$ cat src/hdl/otp_status_map.svh
// Register offsets, bit positions and reset values of the OTP status block
`ifndef OTP_STATUS_MAP_SVH
`define OTP_STATUS_MAP_SVH
`define PROG_STAT_IDX 12'h519
`define PAGE1_STAT_IDX 12'h51A
`define PROG_STAT_ADDR 14'h1464
`define PAGE1_STAT_ADDR 14'h1468
`define CTRL_ADDR 14'h1400
`define UNLOCK_ADDR 14'h1404
`define IRQ_STAT_ADDR 14'h1408
`define IRQ_MASK_ADDR 14'h140C
`define CTRL_START_BIT 0
`define CTRL_PAGE_BIT 1
`define UNLOCK_KEY 8'hA5
`define STAT_RESET 8'h00
`define IRQ_DONE_BIT 0
`define IRQ_PERR_BIT 1
`define IRQ_LERR_BIT 2
`define IRQ_LWRN_BIT 3
`define P1_LOADED_BIT 7
`define P1_WARN_BIT 6
`define P1_LERR_BIT 5
`define P1_FMT_BIT 4
`define P1_VALID_BIT 3
`define P1_LOW_VOLTAGE_HEALTH_BIT 2
`define P1_HIGH_VOLTAGE_HEALTH_BIT 1
`define P1_TRY_BIT 0
`define RESP_OKAY 2'h0
`define RESP_SLVERR 2'h2
`endif

$ cat src/hdl/otp_status_pkg.sv
// Types shared by the OTP status block
package otp_status_pkg;
  typedef enum logic [0:0] {
    PROG_IDLE = 1'b0,
    PROG_BUSY = 1'b1
  } prog_state_t;
  typedef logic [7:0] stat_byte_t;
endpackage

$ cat src/hdl/otp_program_status.sv
// OTP programming and page 1 status registers with AXI4-Lite slave
// How it works
// - After a successful unlock the next write must hit the control register; any other write except another key write relocks.
// - The load warning flag is set when page 1 loaded with one or more single-bit corrections.
// - The load error flag is set when a double-bit error is seen while loading page 1.
// - The format error flag is high when a voltage health bit is set but no first attempt was made.
// - Page 1 reads valid only after its programming finished without fault.
// - The low voltage health bit reads zero on a supply undervoltage, an overvoltage, or no attempt.
// - The high voltage health bit reads zero on a supply overvoltage or when nothing was attempted.
// - The first attempt bit is set once a programming attempt of page 1 has been made.
// - The load error flag reads zero both when no error occurred and when no load was attempted.
`timescale 1ns/1ns
`include "otp_status_map.svh"
module otp_program_status
  import otp_status_pkg::*;
#(
  parameter int ADDR_W = 14
) (
  // Clock and reset
  input wire logic clk,
  input wire logic rst_n,
  // AXI4-Lite write address
  input wire logic [ADDR_W-1:0] s_axi_awaddr,
  input wire logic s_axi_awvalid,
  output logic s_axi_awready,
  // AXI4-Lite write data
  input wire logic [31:0] s_axi_wdata,
  input wire logic [3:0] s_axi_wstrb,
  input wire logic s_axi_wvalid,
  output logic s_axi_wready,
  // AXI4-Lite write response
  output logic [1:0] s_axi_bresp,
  output logic s_axi_bvalid,
  input wire logic s_axi_bready,
  // AXI4-Lite read address
  input wire logic [ADDR_W-1:0] s_axi_araddr,
  input wire logic s_axi_arvalid,
  output logic s_axi_arready,
  // AXI4-Lite read data
  output logic [31:0] s_axi_rdata,
  output logic [1:0] s_axi_rresp,
  output logic s_axi_rvalid,
  input wire logic s_axi_rready,
  // Programming engine
  output logic prog_start,
  output logic prog_page,
  input wire logic prog_finish,
  input wire logic fault_overtemp,
  input wire logic fault_supply_low,
  input wire logic fault_supply_high,
  input wire logic fault_stress_low,
  input wire logic fault_stress_high,
  // Page 1 load results
  input wire logic load_finish,
  input wire logic load_page1_selected,
  input wire logic single_bit_correction,
  input wire logic double_bit_detection,
  input wire logic stored_page_valid,
  input wire logic stored_low_voltage_health,
  input wire logic stored_high_voltage_health,
  input wire logic stored_first_attempt,
  // Interrupt
  output logic irq
);

////////////////////////////////////////////////////////////////////////////////
// Write channel capture

  logic aw_held_r;
  logic w_held_r;
  logic [ADDR_W-1:0] awaddr_r;
  logic [31:0] wdata_r;
  logic [3:0] wstrb_r;
  logic bvalid_r;
  logic [1:0] bresp_r;

  wire aw_take = s_axi_awvalid && s_axi_awready;
  wire w_take = s_axi_wvalid && s_axi_wready;
  wire wr_fire = aw_held_r && w_held_r && !bvalid_r;

  assign s_axi_awready = !aw_held_r && !bvalid_r;
  assign s_axi_wready = !w_held_r && !bvalid_r;
  assign s_axi_bvalid = bvalid_r;
  assign s_axi_bresp = bresp_r;

  always_ff @(posedge clk) begin
    if (!rst_n) begin
      aw_held_r <= 1'b0;
      awaddr_r <= '0;
    end else if (aw_take) begin
      aw_held_r <= 1'b1;
      awaddr_r <= s_axi_awaddr;
    end else if (wr_fire) begin
      aw_held_r <= 1'b0;
    end
  end

  always_ff @(posedge clk) begin
    if (!rst_n) begin
      w_held_r <= 1'b0;
      wdata_r <= '0;
      wstrb_r <= '0;
    end else if (w_take) begin
      w_held_r <= 1'b1;
      wdata_r <= s_axi_wdata;
      wstrb_r <= s_axi_wstrb;
    end else if (wr_fire) begin
      w_held_r <= 1'b0;
    end
  end

////////////////////////////////////////////////////////////////////////////////
// Write decode

  wire [13:0] wa = 14'(awaddr_r);
  wire lane0 = wstrb_r[0];
  wire wr_ctrl = wr_fire && (wa == `CTRL_ADDR);
  wire wr_unlock = wr_fire && (wa == `UNLOCK_ADDR);
  wire wr_istat = wr_fire && (wa == `IRQ_STAT_ADDR);
  wire wr_imask = wr_fire && (wa == `IRQ_MASK_ADDR);
  wire wr_ro = wr_fire && ((wa == `PROG_STAT_ADDR) || (wa == `PAGE1_STAT_ADDR));
  wire wr_mapped = wr_ctrl || wr_unlock || wr_istat || wr_imask || wr_ro;
  wire start_req = wr_ctrl && lane0 && wdata_r[`CTRL_START_BIT];
  wire start_page = wdata_r[`CTRL_PAGE_BIT];
  wire key_ok = wr_unlock && lane0 && (wdata_r[7:0] == `UNLOCK_KEY);

  always_ff @(posedge clk) begin
    if (!rst_n) begin
      bvalid_r <= 1'b0;
      bresp_r <= `RESP_OKAY;
    end else if (wr_fire) begin
      bvalid_r <= 1'b1;
      bresp_r <= wr_mapped ? `RESP_OKAY : `RESP_SLVERR;
    end else if (s_axi_bready) begin
      bvalid_r <= 1'b0;
    end
  end

////////////////////////////////////////////////////////////////////////////////
// Unlock and programming sequencer

  logic unlocked_r;
  logic unlocked_nxt;
  prog_state_t state_r;
  prog_state_t state_nxt;
  logic page_r;
  logic start_r;
  stat_byte_t page1_r;
  wire fmt_err;

  // Start is refused when locked, or on page 1 already tried or malformed
  wire start_bad = !unlocked_r || (!start_page && (page1_r[`P1_TRY_BIT] || fmt_err));
  wire start_go = start_req && !start_bad && (state_r == PROG_IDLE);

  always_comb begin
    unlocked_nxt = unlocked_r;
    if (start_req) begin
      unlocked_nxt = 1'b0;
    end else if (key_ok) begin
      unlocked_nxt = 1'b1;
    end else if (wr_fire && !wr_ctrl) begin
      unlocked_nxt = 1'b0;
    end
  end

  always_comb begin
    case (state_r)
      PROG_IDLE: begin
        state_nxt = start_go ? PROG_BUSY : PROG_IDLE;
      end
      PROG_BUSY: begin
        state_nxt = prog_finish ? PROG_IDLE : PROG_BUSY;
      end
      default: begin
        state_nxt = PROG_IDLE;
      end
    endcase
  end

  always_ff @(posedge clk) begin
    if (!rst_n) begin
      unlocked_r <= 1'b0;
      state_r <= PROG_IDLE;
      page_r <= 1'b0;
      start_r <= 1'b0;
    end else begin
      unlocked_r <= unlocked_nxt;
      state_r <= state_nxt;
      start_r <= start_go;
      if (start_go) begin
        page_r <= start_page;
      end
    end
  end

  assign prog_start = start_r;
  assign prog_page = page_r;

////////////////////////////////////////////////////////////////////////////////
// Programming status byte

  logic [6:0] outcome_r;
  wire prog_end = (state_r == PROG_BUSY) && prog_finish;
  wire any_fault = fault_overtemp || fault_supply_low || fault_supply_high ||
                   fault_stress_low || fault_stress_high;
  wire [6:0] fault_bits = {fault_overtemp, fault_supply_low, fault_supply_high,
                           fault_stress_low, fault_stress_high, 1'b0, !any_fault};

  always_ff @(posedge clk) begin
    if (!rst_n) begin
      outcome_r <= 7'h00;
    end else if (start_req) begin
      outcome_r <= {6'h00, 1'b0} | {5'h00, start_bad, 1'b0};
    end else if (prog_end) begin
      outcome_r <= fault_bits;
    end
  end

  wire [7:0] prog_stat = {unlocked_r, outcome_r};

////////////////////////////////////////////////////////////////////////////////
// Page 1 status byte

  // Bit order: loaded, warn, error, fmt, valid, uv ok, ov ok, try
  wire p1_prog_end = prog_end && !page_r;
  wire uv_seen = fault_supply_low || fault_supply_high;

  always_ff @(posedge clk) begin
    if (!rst_n) begin
      page1_r <= `STAT_RESET;
    end else if (load_finish) begin
      page1_r[`P1_LOADED_BIT] <= load_page1_selected;
      page1_r[`P1_WARN_BIT] <= load_page1_selected && single_bit_correction;
      page1_r[`P1_LERR_BIT] <= load_page1_selected && double_bit_detection;
      page1_r[`P1_VALID_BIT] <= stored_page_valid;
      page1_r[`P1_LOW_VOLTAGE_HEALTH_BIT] <= stored_low_voltage_health;
      page1_r[`P1_HIGH_VOLTAGE_HEALTH_BIT] <= stored_high_voltage_health;
      page1_r[`P1_TRY_BIT] <= stored_first_attempt;
    end else if (start_go && !start_page) begin
      page1_r[`P1_TRY_BIT] <= 1'b1;
    end else if (p1_prog_end) begin
      page1_r[`P1_VALID_BIT] <= !any_fault;
      page1_r[`P1_LOW_VOLTAGE_HEALTH_BIT] <= !uv_seen;
      page1_r[`P1_HIGH_VOLTAGE_HEALTH_BIT] <= !fault_supply_high;
    end
  end

  wire health_any = page1_r[`P1_LOW_VOLTAGE_HEALTH_BIT] || page1_r[`P1_HIGH_VOLTAGE_HEALTH_BIT];
  assign fmt_err = health_any && !page1_r[`P1_TRY_BIT];
  wire [7:0] fmt_mask = 8'h01 << `P1_FMT_BIT;
  wire [7:0] page1_stat = fmt_err ? (page1_r | fmt_mask) : (page1_r & ~fmt_mask);

////////////////////////////////////////////////////////////////////////////////
// Interrupt status and mask

  logic [3:0] irq_stat_r;
  logic [3:0] irq_mask_r;
  wire [3:0] irq_evt;
  assign irq_evt[`IRQ_DONE_BIT] = prog_end && !any_fault;
  assign irq_evt[`IRQ_PERR_BIT] = start_req && start_bad;
  assign irq_evt[`IRQ_LERR_BIT] = load_finish && load_page1_selected && double_bit_detection;
  assign irq_evt[`IRQ_LWRN_BIT] = load_finish && load_page1_selected && single_bit_correction;
  wire [3:0] irq_clr = (wr_istat && lane0) ? wdata_r[3:0] : 4'h0;

  always_ff @(posedge clk) begin
    if (!rst_n) begin
      irq_stat_r <= 4'h0;
      irq_mask_r <= 4'h0;
    end else begin
      irq_stat_r <= (irq_stat_r & ~irq_clr) | irq_evt;
      if (wr_imask && lane0) begin
        irq_mask_r <= wdata_r[3:0];
      end
    end
  end

  assign irq = |(irq_stat_r & irq_mask_r);

////////////////////////////////////////////////////////////////////////////////
// Read channel

  logic rvalid_r;
  logic [31:0] rdata_r;
  logic [1:0] rresp_r;

  wire ar_take = s_axi_arvalid && s_axi_arready;
  wire [13:0] ra = 14'(s_axi_araddr);
  wire rd_ps = (ra == `PROG_STAT_ADDR);
  wire rd_p1 = (ra == `PAGE1_STAT_ADDR);
  wire rd_ctrl = (ra == `CTRL_ADDR);
  wire rd_unlock = (ra == `UNLOCK_ADDR);
  wire rd_is = (ra == `IRQ_STAT_ADDR);
  wire rd_im = (ra == `IRQ_MASK_ADDR);
  wire rd_hit = rd_ps || rd_p1 || rd_ctrl || rd_unlock || rd_is || rd_im;
  wire [31:0] ctrl_view = {30'h0, page_r, 1'b0};
  wire [31:0] rd_mux = rd_ps ? {24'h0, prog_stat} :
                       rd_p1 ? {24'h0, page1_stat} :
                       rd_ctrl ? ctrl_view :
                       rd_is ? {28'h0, irq_stat_r} :
                       rd_im ? {28'h0, irq_mask_r} : 32'h0;

  assign s_axi_arready = !rvalid_r;
  assign s_axi_rvalid = rvalid_r;
  assign s_axi_rdata = rdata_r;
  assign s_axi_rresp = rresp_r;

  always_ff @(posedge clk) begin
    if (!rst_n) begin
      rvalid_r <= 1'b0;
      rdata_r <= 32'h0;
      rresp_r <= `RESP_OKAY;
    end else if (ar_take) begin
      rvalid_r <= 1'b1;
      rdata_r <= rd_mux;
      rresp_r <= rd_hit ? `RESP_OKAY : `RESP_SLVERR;
    end else if (s_axi_rready) begin
      rvalid_r <= 1'b0;
    end
  end

endmodule

$ cat config.mk
export PLATFORM = sky130hd
export DESIGN_NAME = otp_program_status
export DESIGN_NICKNAME = d
export VERILOG_FILES = /design/src/hdl/otp_status_pkg.sv /design/src/hdl/otp_program_status.sv
export VERILOG_INCLUDE_DIRS = /design/src /design/src/hdl
export SDC_FILE = /design/constraint.sdc
export NUM_CORES = 1
export LEC_CHECK = 0
export BUFFER_PORTS_ARGS = -buffer_cell sky130_fd_sc_hd__clkbuf_2
export CAP_MARGIN = 20
export CORE_MARGIN = 1
export CORE_UTILIZATION = 37
export CTS_CLUSTER_SIZE = 25
export DETAILED_ROUTE_END_ITERATION = 10
export GPL_TIMING_DRIVEN = 1
export PLACE_DENSITY = 0.66
export SLEW_MARGIN = 0
export SYNTH_ARGS = -nofsm -noshare
export SYNTH_HDL_FRONTEND = slang
export SYNTH_SLANG_ARGS = --single-unit
$ cat constraint.sdc
create_clock -name clk -period 4.1 [get_ports clk]
set_input_delay 0.615 -clock clk [delete_from_list [all_inputs] [get_ports clk]]
set_output_delay 0.615 -clock clk [all_outputs]
set_load 0.005 [all_outputs]
==> results.py <==
metrics = {
    "clock_network": {
        "cts_resized": 0,
        "tritoncts.num_buffers": 9,
        "clock_pin_slew_of_the_registers_on_the_worst_case_setup_and_hold_paths_ns": 0.07,
        "cts.repair_timing.setup_buffer_count": 0,
        "cts-htree-levels": 3,
        "clock-sinks": 63,
        "cts_hold_buf": 0,
        "cts_buffer_depth": 2,
        "clockRootBuffer": "sky130_fd_sc_hd__clkbuf_8",
        "cts_tree": "done",
        "clk-insertion-delay-late_ns": 0.34,
    },
    "synth": {
        "synthTopCellsByArea": "sky130_fd_sc_hd__dfxtp_1 41%, sky130_fd_sc_hd__nand2_1 9.1%, sky130_fd_sc_hd__a21oi_1 7.4%",
        "yosysTopAreaCell": "sky130_fd_sc_hd__dfxtp_1",
        "synth-edff-count": 0,
        "synth_top_area_share_pct": 41.4,
        "post_synthesis_cells": 368,
        "synth-seq-area-share_pct": 41.4,
        "asyncSetResetFlopFracSynth_pct": 0,
        "synthesis.area_um2": 3050,
        "synth.lib_cells_used.distinct": 56,
        "ffs_latches_synth": 63,
        "yosys_warnings": 0,
        "synth_top_flop_cell": "sky130_fd_sc_hd__dfxtp_1",
        "synth.avg_cell_area_um2": 8.28,
    },
    "placed_design": {
        "place_area_um2": 3370,
        "dp_hpwl_mm": 5.27,
        "gp_congestion": 0.821,
        "numPortBuffers": 75,
    },
    "power": {
        "netSwitchingPower_mw": 0.341,
        "cellLeakagePower_nw": 1.49,
        "power_density_nw_per_um2": 383,
        "power.total_mw": 1.37,
        "clock_power_share_pct": 40.6,
        "seq_power_share_pct": 48.4,
        "power_frac_comb_pct": 11.0,
        "p_sw_share_pct": 24.9,
        "power.ir.vdd_worst_uv": 190,
        "cell_internal_pwr_mw": 1.03,
    },
    "setup_path": {
        "setup.worst_path.start_class": "flip-flop",
        "path_class": "flip-flop to flip-flop",
        "path_cells": "nor4_4 > nand4_4 > o21ai_1 > o21ba_2",
        "worst-path-max-fanout": 10,
        "setup.worst_path.end_class": "flip-flop",
        "critical_path.top_delay_family": "compound AO/OA/AOI/OAI gates",
        "crit_required_ns": 4.34,
        "critPathSlowestCell": "sky130_fd_sc_hd__o21ai_1",
        "timing.critical_path.slowest_cell_delay_ns": 0.51,
        "crit_buf_inv": 0,
        "worst_ep_arrival_time_ns": 2.08,
    },
    "run": {
        "max_cap_violations": 0,
    },
    "timing": {
        "maxSlewViolCount": 0,
        "report.final.hold_viol_count": 0,
        "fin_crit_sh_pct": 45.0,
        "fin_worst_skew_ns": 0.00982,
        "grt_setup_unrepaired": "no",
        "final.setup.tns_ns": 0,
        "tightestPinTransition_ns": 0.795,
        "setup-violations-final": 0,
        "timing.max_slew.rel_slack_pct": 46.5,
        "post-route-min-period_ns": 1.84,
        "timing.fmax_ghz": 0.542,
    },
    "global_routing": {
        "grt_usage_pct": 17.5,
        "first_pass_grt_wire_length_mm": 11.7,
        "grt.overflow.total": 0,
        "grt_max_degree": 40,
        "grt_antenna_before_repair": 0,
        "first_global_vias": 2514,
    },
    "cells_and_area": {
        "num_antenna_cells": 0,
        "final_common_cell": "sky130_fd_sc_hd__clkbuf_2",
        "finalNetCount": 521,
        "fillers": 805,
        "most_frequent_cells_in_the_layout": "75 x sky130_fd_sc_hd__clkbuf_2, 74 x sky130_fd_sc_hd__nand2_1, 63 x sky130_fd_sc_hd__dfxtp_1, 45 x sky130_fd_sc_hd__a21oi_1, 26 x sky130_fd_sc_hd__conb_1",
        "drive_gt1_share_pct": 23.1,
        "syn_to_final_growth_pct": 17.4,
        "finish.instance_area_um2": 3580,
    },
    "floorplan": {
        "fp.coreArea_um2": 7850,
        "die_area_um2": 8600,
        "num_io_pins": 129,
        "die_w_um": 92.8,
        "row_count": 32,
        "die_height_um": 92.8,
        "initial_core_util_pct": 38.8,
    },
    "detailed_routing": {
        "met1_length_mm": 3.16,
        "drtIter0Drc": 92,
        "number_of_vias_in_the_routed_layout": 2735,
        "vias_per_cell": 5.04,
        "detail_route.wl_per_cell_um": 13.1,
        "drt_first_pass_iters": 4,
        "highest-signal-layer": "met4",
        "final_antenna_net_count": 0,
        "wire_length_on_met2_mm": 3.43,
        "drt-total-wl_mm": 7.14,
        "post-route-drc-count": 0,
        "wl_met3_um": 445,
    },
    "run_status": {
        "status": "completed",
    },
    "min_path": {
        "min-delay-path-class": "flip-flop to flip-flop",
    },
}
worst min-delay path, stage by stage (launching register included):
cell	delay, ns
sky130_fd_sc_hd__dfxtp_1	0.31
sky130_fd_sc_hd__nand2_1	0.05
sky130_fd_sc_hd__a21oi_1	0.05
power by group through the flow:
stage | Clock [mW] | Sequential [mW] | Combinational [mW]
2_1_floorplan | 0 | 0.671 | 0.114
3_3_place_gp | 0 | 0.676 | 0.147
5_1_grt | 0.601 | 0.667 | 0.171
4_1_cts | 0.575 | 0.663 | 0.152
6_report | 0.557 | 0.663 | 0.151
3_5_place_dp | 0 | 0.677 | 0.151
cell type report:
type                       instances  area [um2]  area share, %
multi-input combinational        280        1580           44.0
clock inverter                     3        40.0           1.12
clock buffer                      13         169           4.72
timing repair buffer              76         383           10.7
sequential                        63        1260           35.2
tap                              102         128           3.57
inverter                           6        22.5          0.629
flip-flops by register name, summed over array words and instances (netlist names), 4 cells and up:
register	cells
awaddr_r	14
irq_mask_r	4
irq_stat_r	4
outcome_r	7
page1_r	7
s_axi_rdata	8
wdata_r	8
metrics by stage:
stage | std cells | hold slack (ns) | utilization (%) | worst slack (ns)
final | 543 | 0.457 | 45.6 | 2.26
after global placement | 527 | 0.439 | 42.9 | 2.11
after CTS | 543 | 0.459 | 45.6 | 2.25
after detailed placement | 527 | 0.450 | 42.9 | 2.06
after global routing | 543 | 0.477 | 45.6 | 2.16
after floorplan | 393 | 0.432 | - | 2.35
path summary, 6_finish.rpt:
kind / from / cells after the start / slack [ns] / to
worst max register to register: awaddr_r[0]$_SDFFE_PN0P_ / 4 / 2.26 / unlocked_r$_SDFFE_PP0P_
worst min register to register: wdata_r[6]$_SDFFE_PN0P_ / 2 / 0.46 / wdata_r[6]$_SDFFE_PN0P_
worst min-delay path: wdata_r[6]$_SDFFE_PN0P_ / 2 / 0.46 / wdata_r[6]$_SDFFE_PN0P_
worst max-delay path: awaddr_r[0]$_SDFFE_PN0P_ / 4 / 2.26 / unlocked_r$_SDFFE_PP0P_
kinds of logic after synthesis:
kind of cell	after synthesis	share of synthesized area (%)
mux	8	2.75
other cells	1	0.123
compound gates	96	19.7
flops	63	41.4
xor+xnor	1	0.287
buf+inv	50	10.0
simple gates	149	25.8
metal layers:
layer	track usage, %	vias up
met5	0	-
met4	6.67	0
met3	4.84	12
met2	29.5	96
met1	21.1	1228
li1	-	1399
synth_stat cells, drive strengths merged (2+ instances only):
master / count
dfxtp: 63
nor2b: 3
a22oi: 2
and3b: 2
o21a: 3
or4: 2
nand2b: 3
nor2: 13
nor4b: 3
o211a: 3
a311oi: 2
clkbuf: 18
o311ai: 2
o21ai: 15
o211ai: 3
nor4bb: 2
nand2: 74
a211o: 3
mux2: 3
nor4: 6
and3: 4
nor3: 6
a21oi: 45
mux2i: 5
a211oi: 3
nand4: 5
o31ai: 2
nand3: 13
a22o: 4
buf: 26
a31oi: 4
nor3b: 2
nand3b: 2
inv: 5
and2: 3
Note: power is estimated with default switching activity, not from simulation.
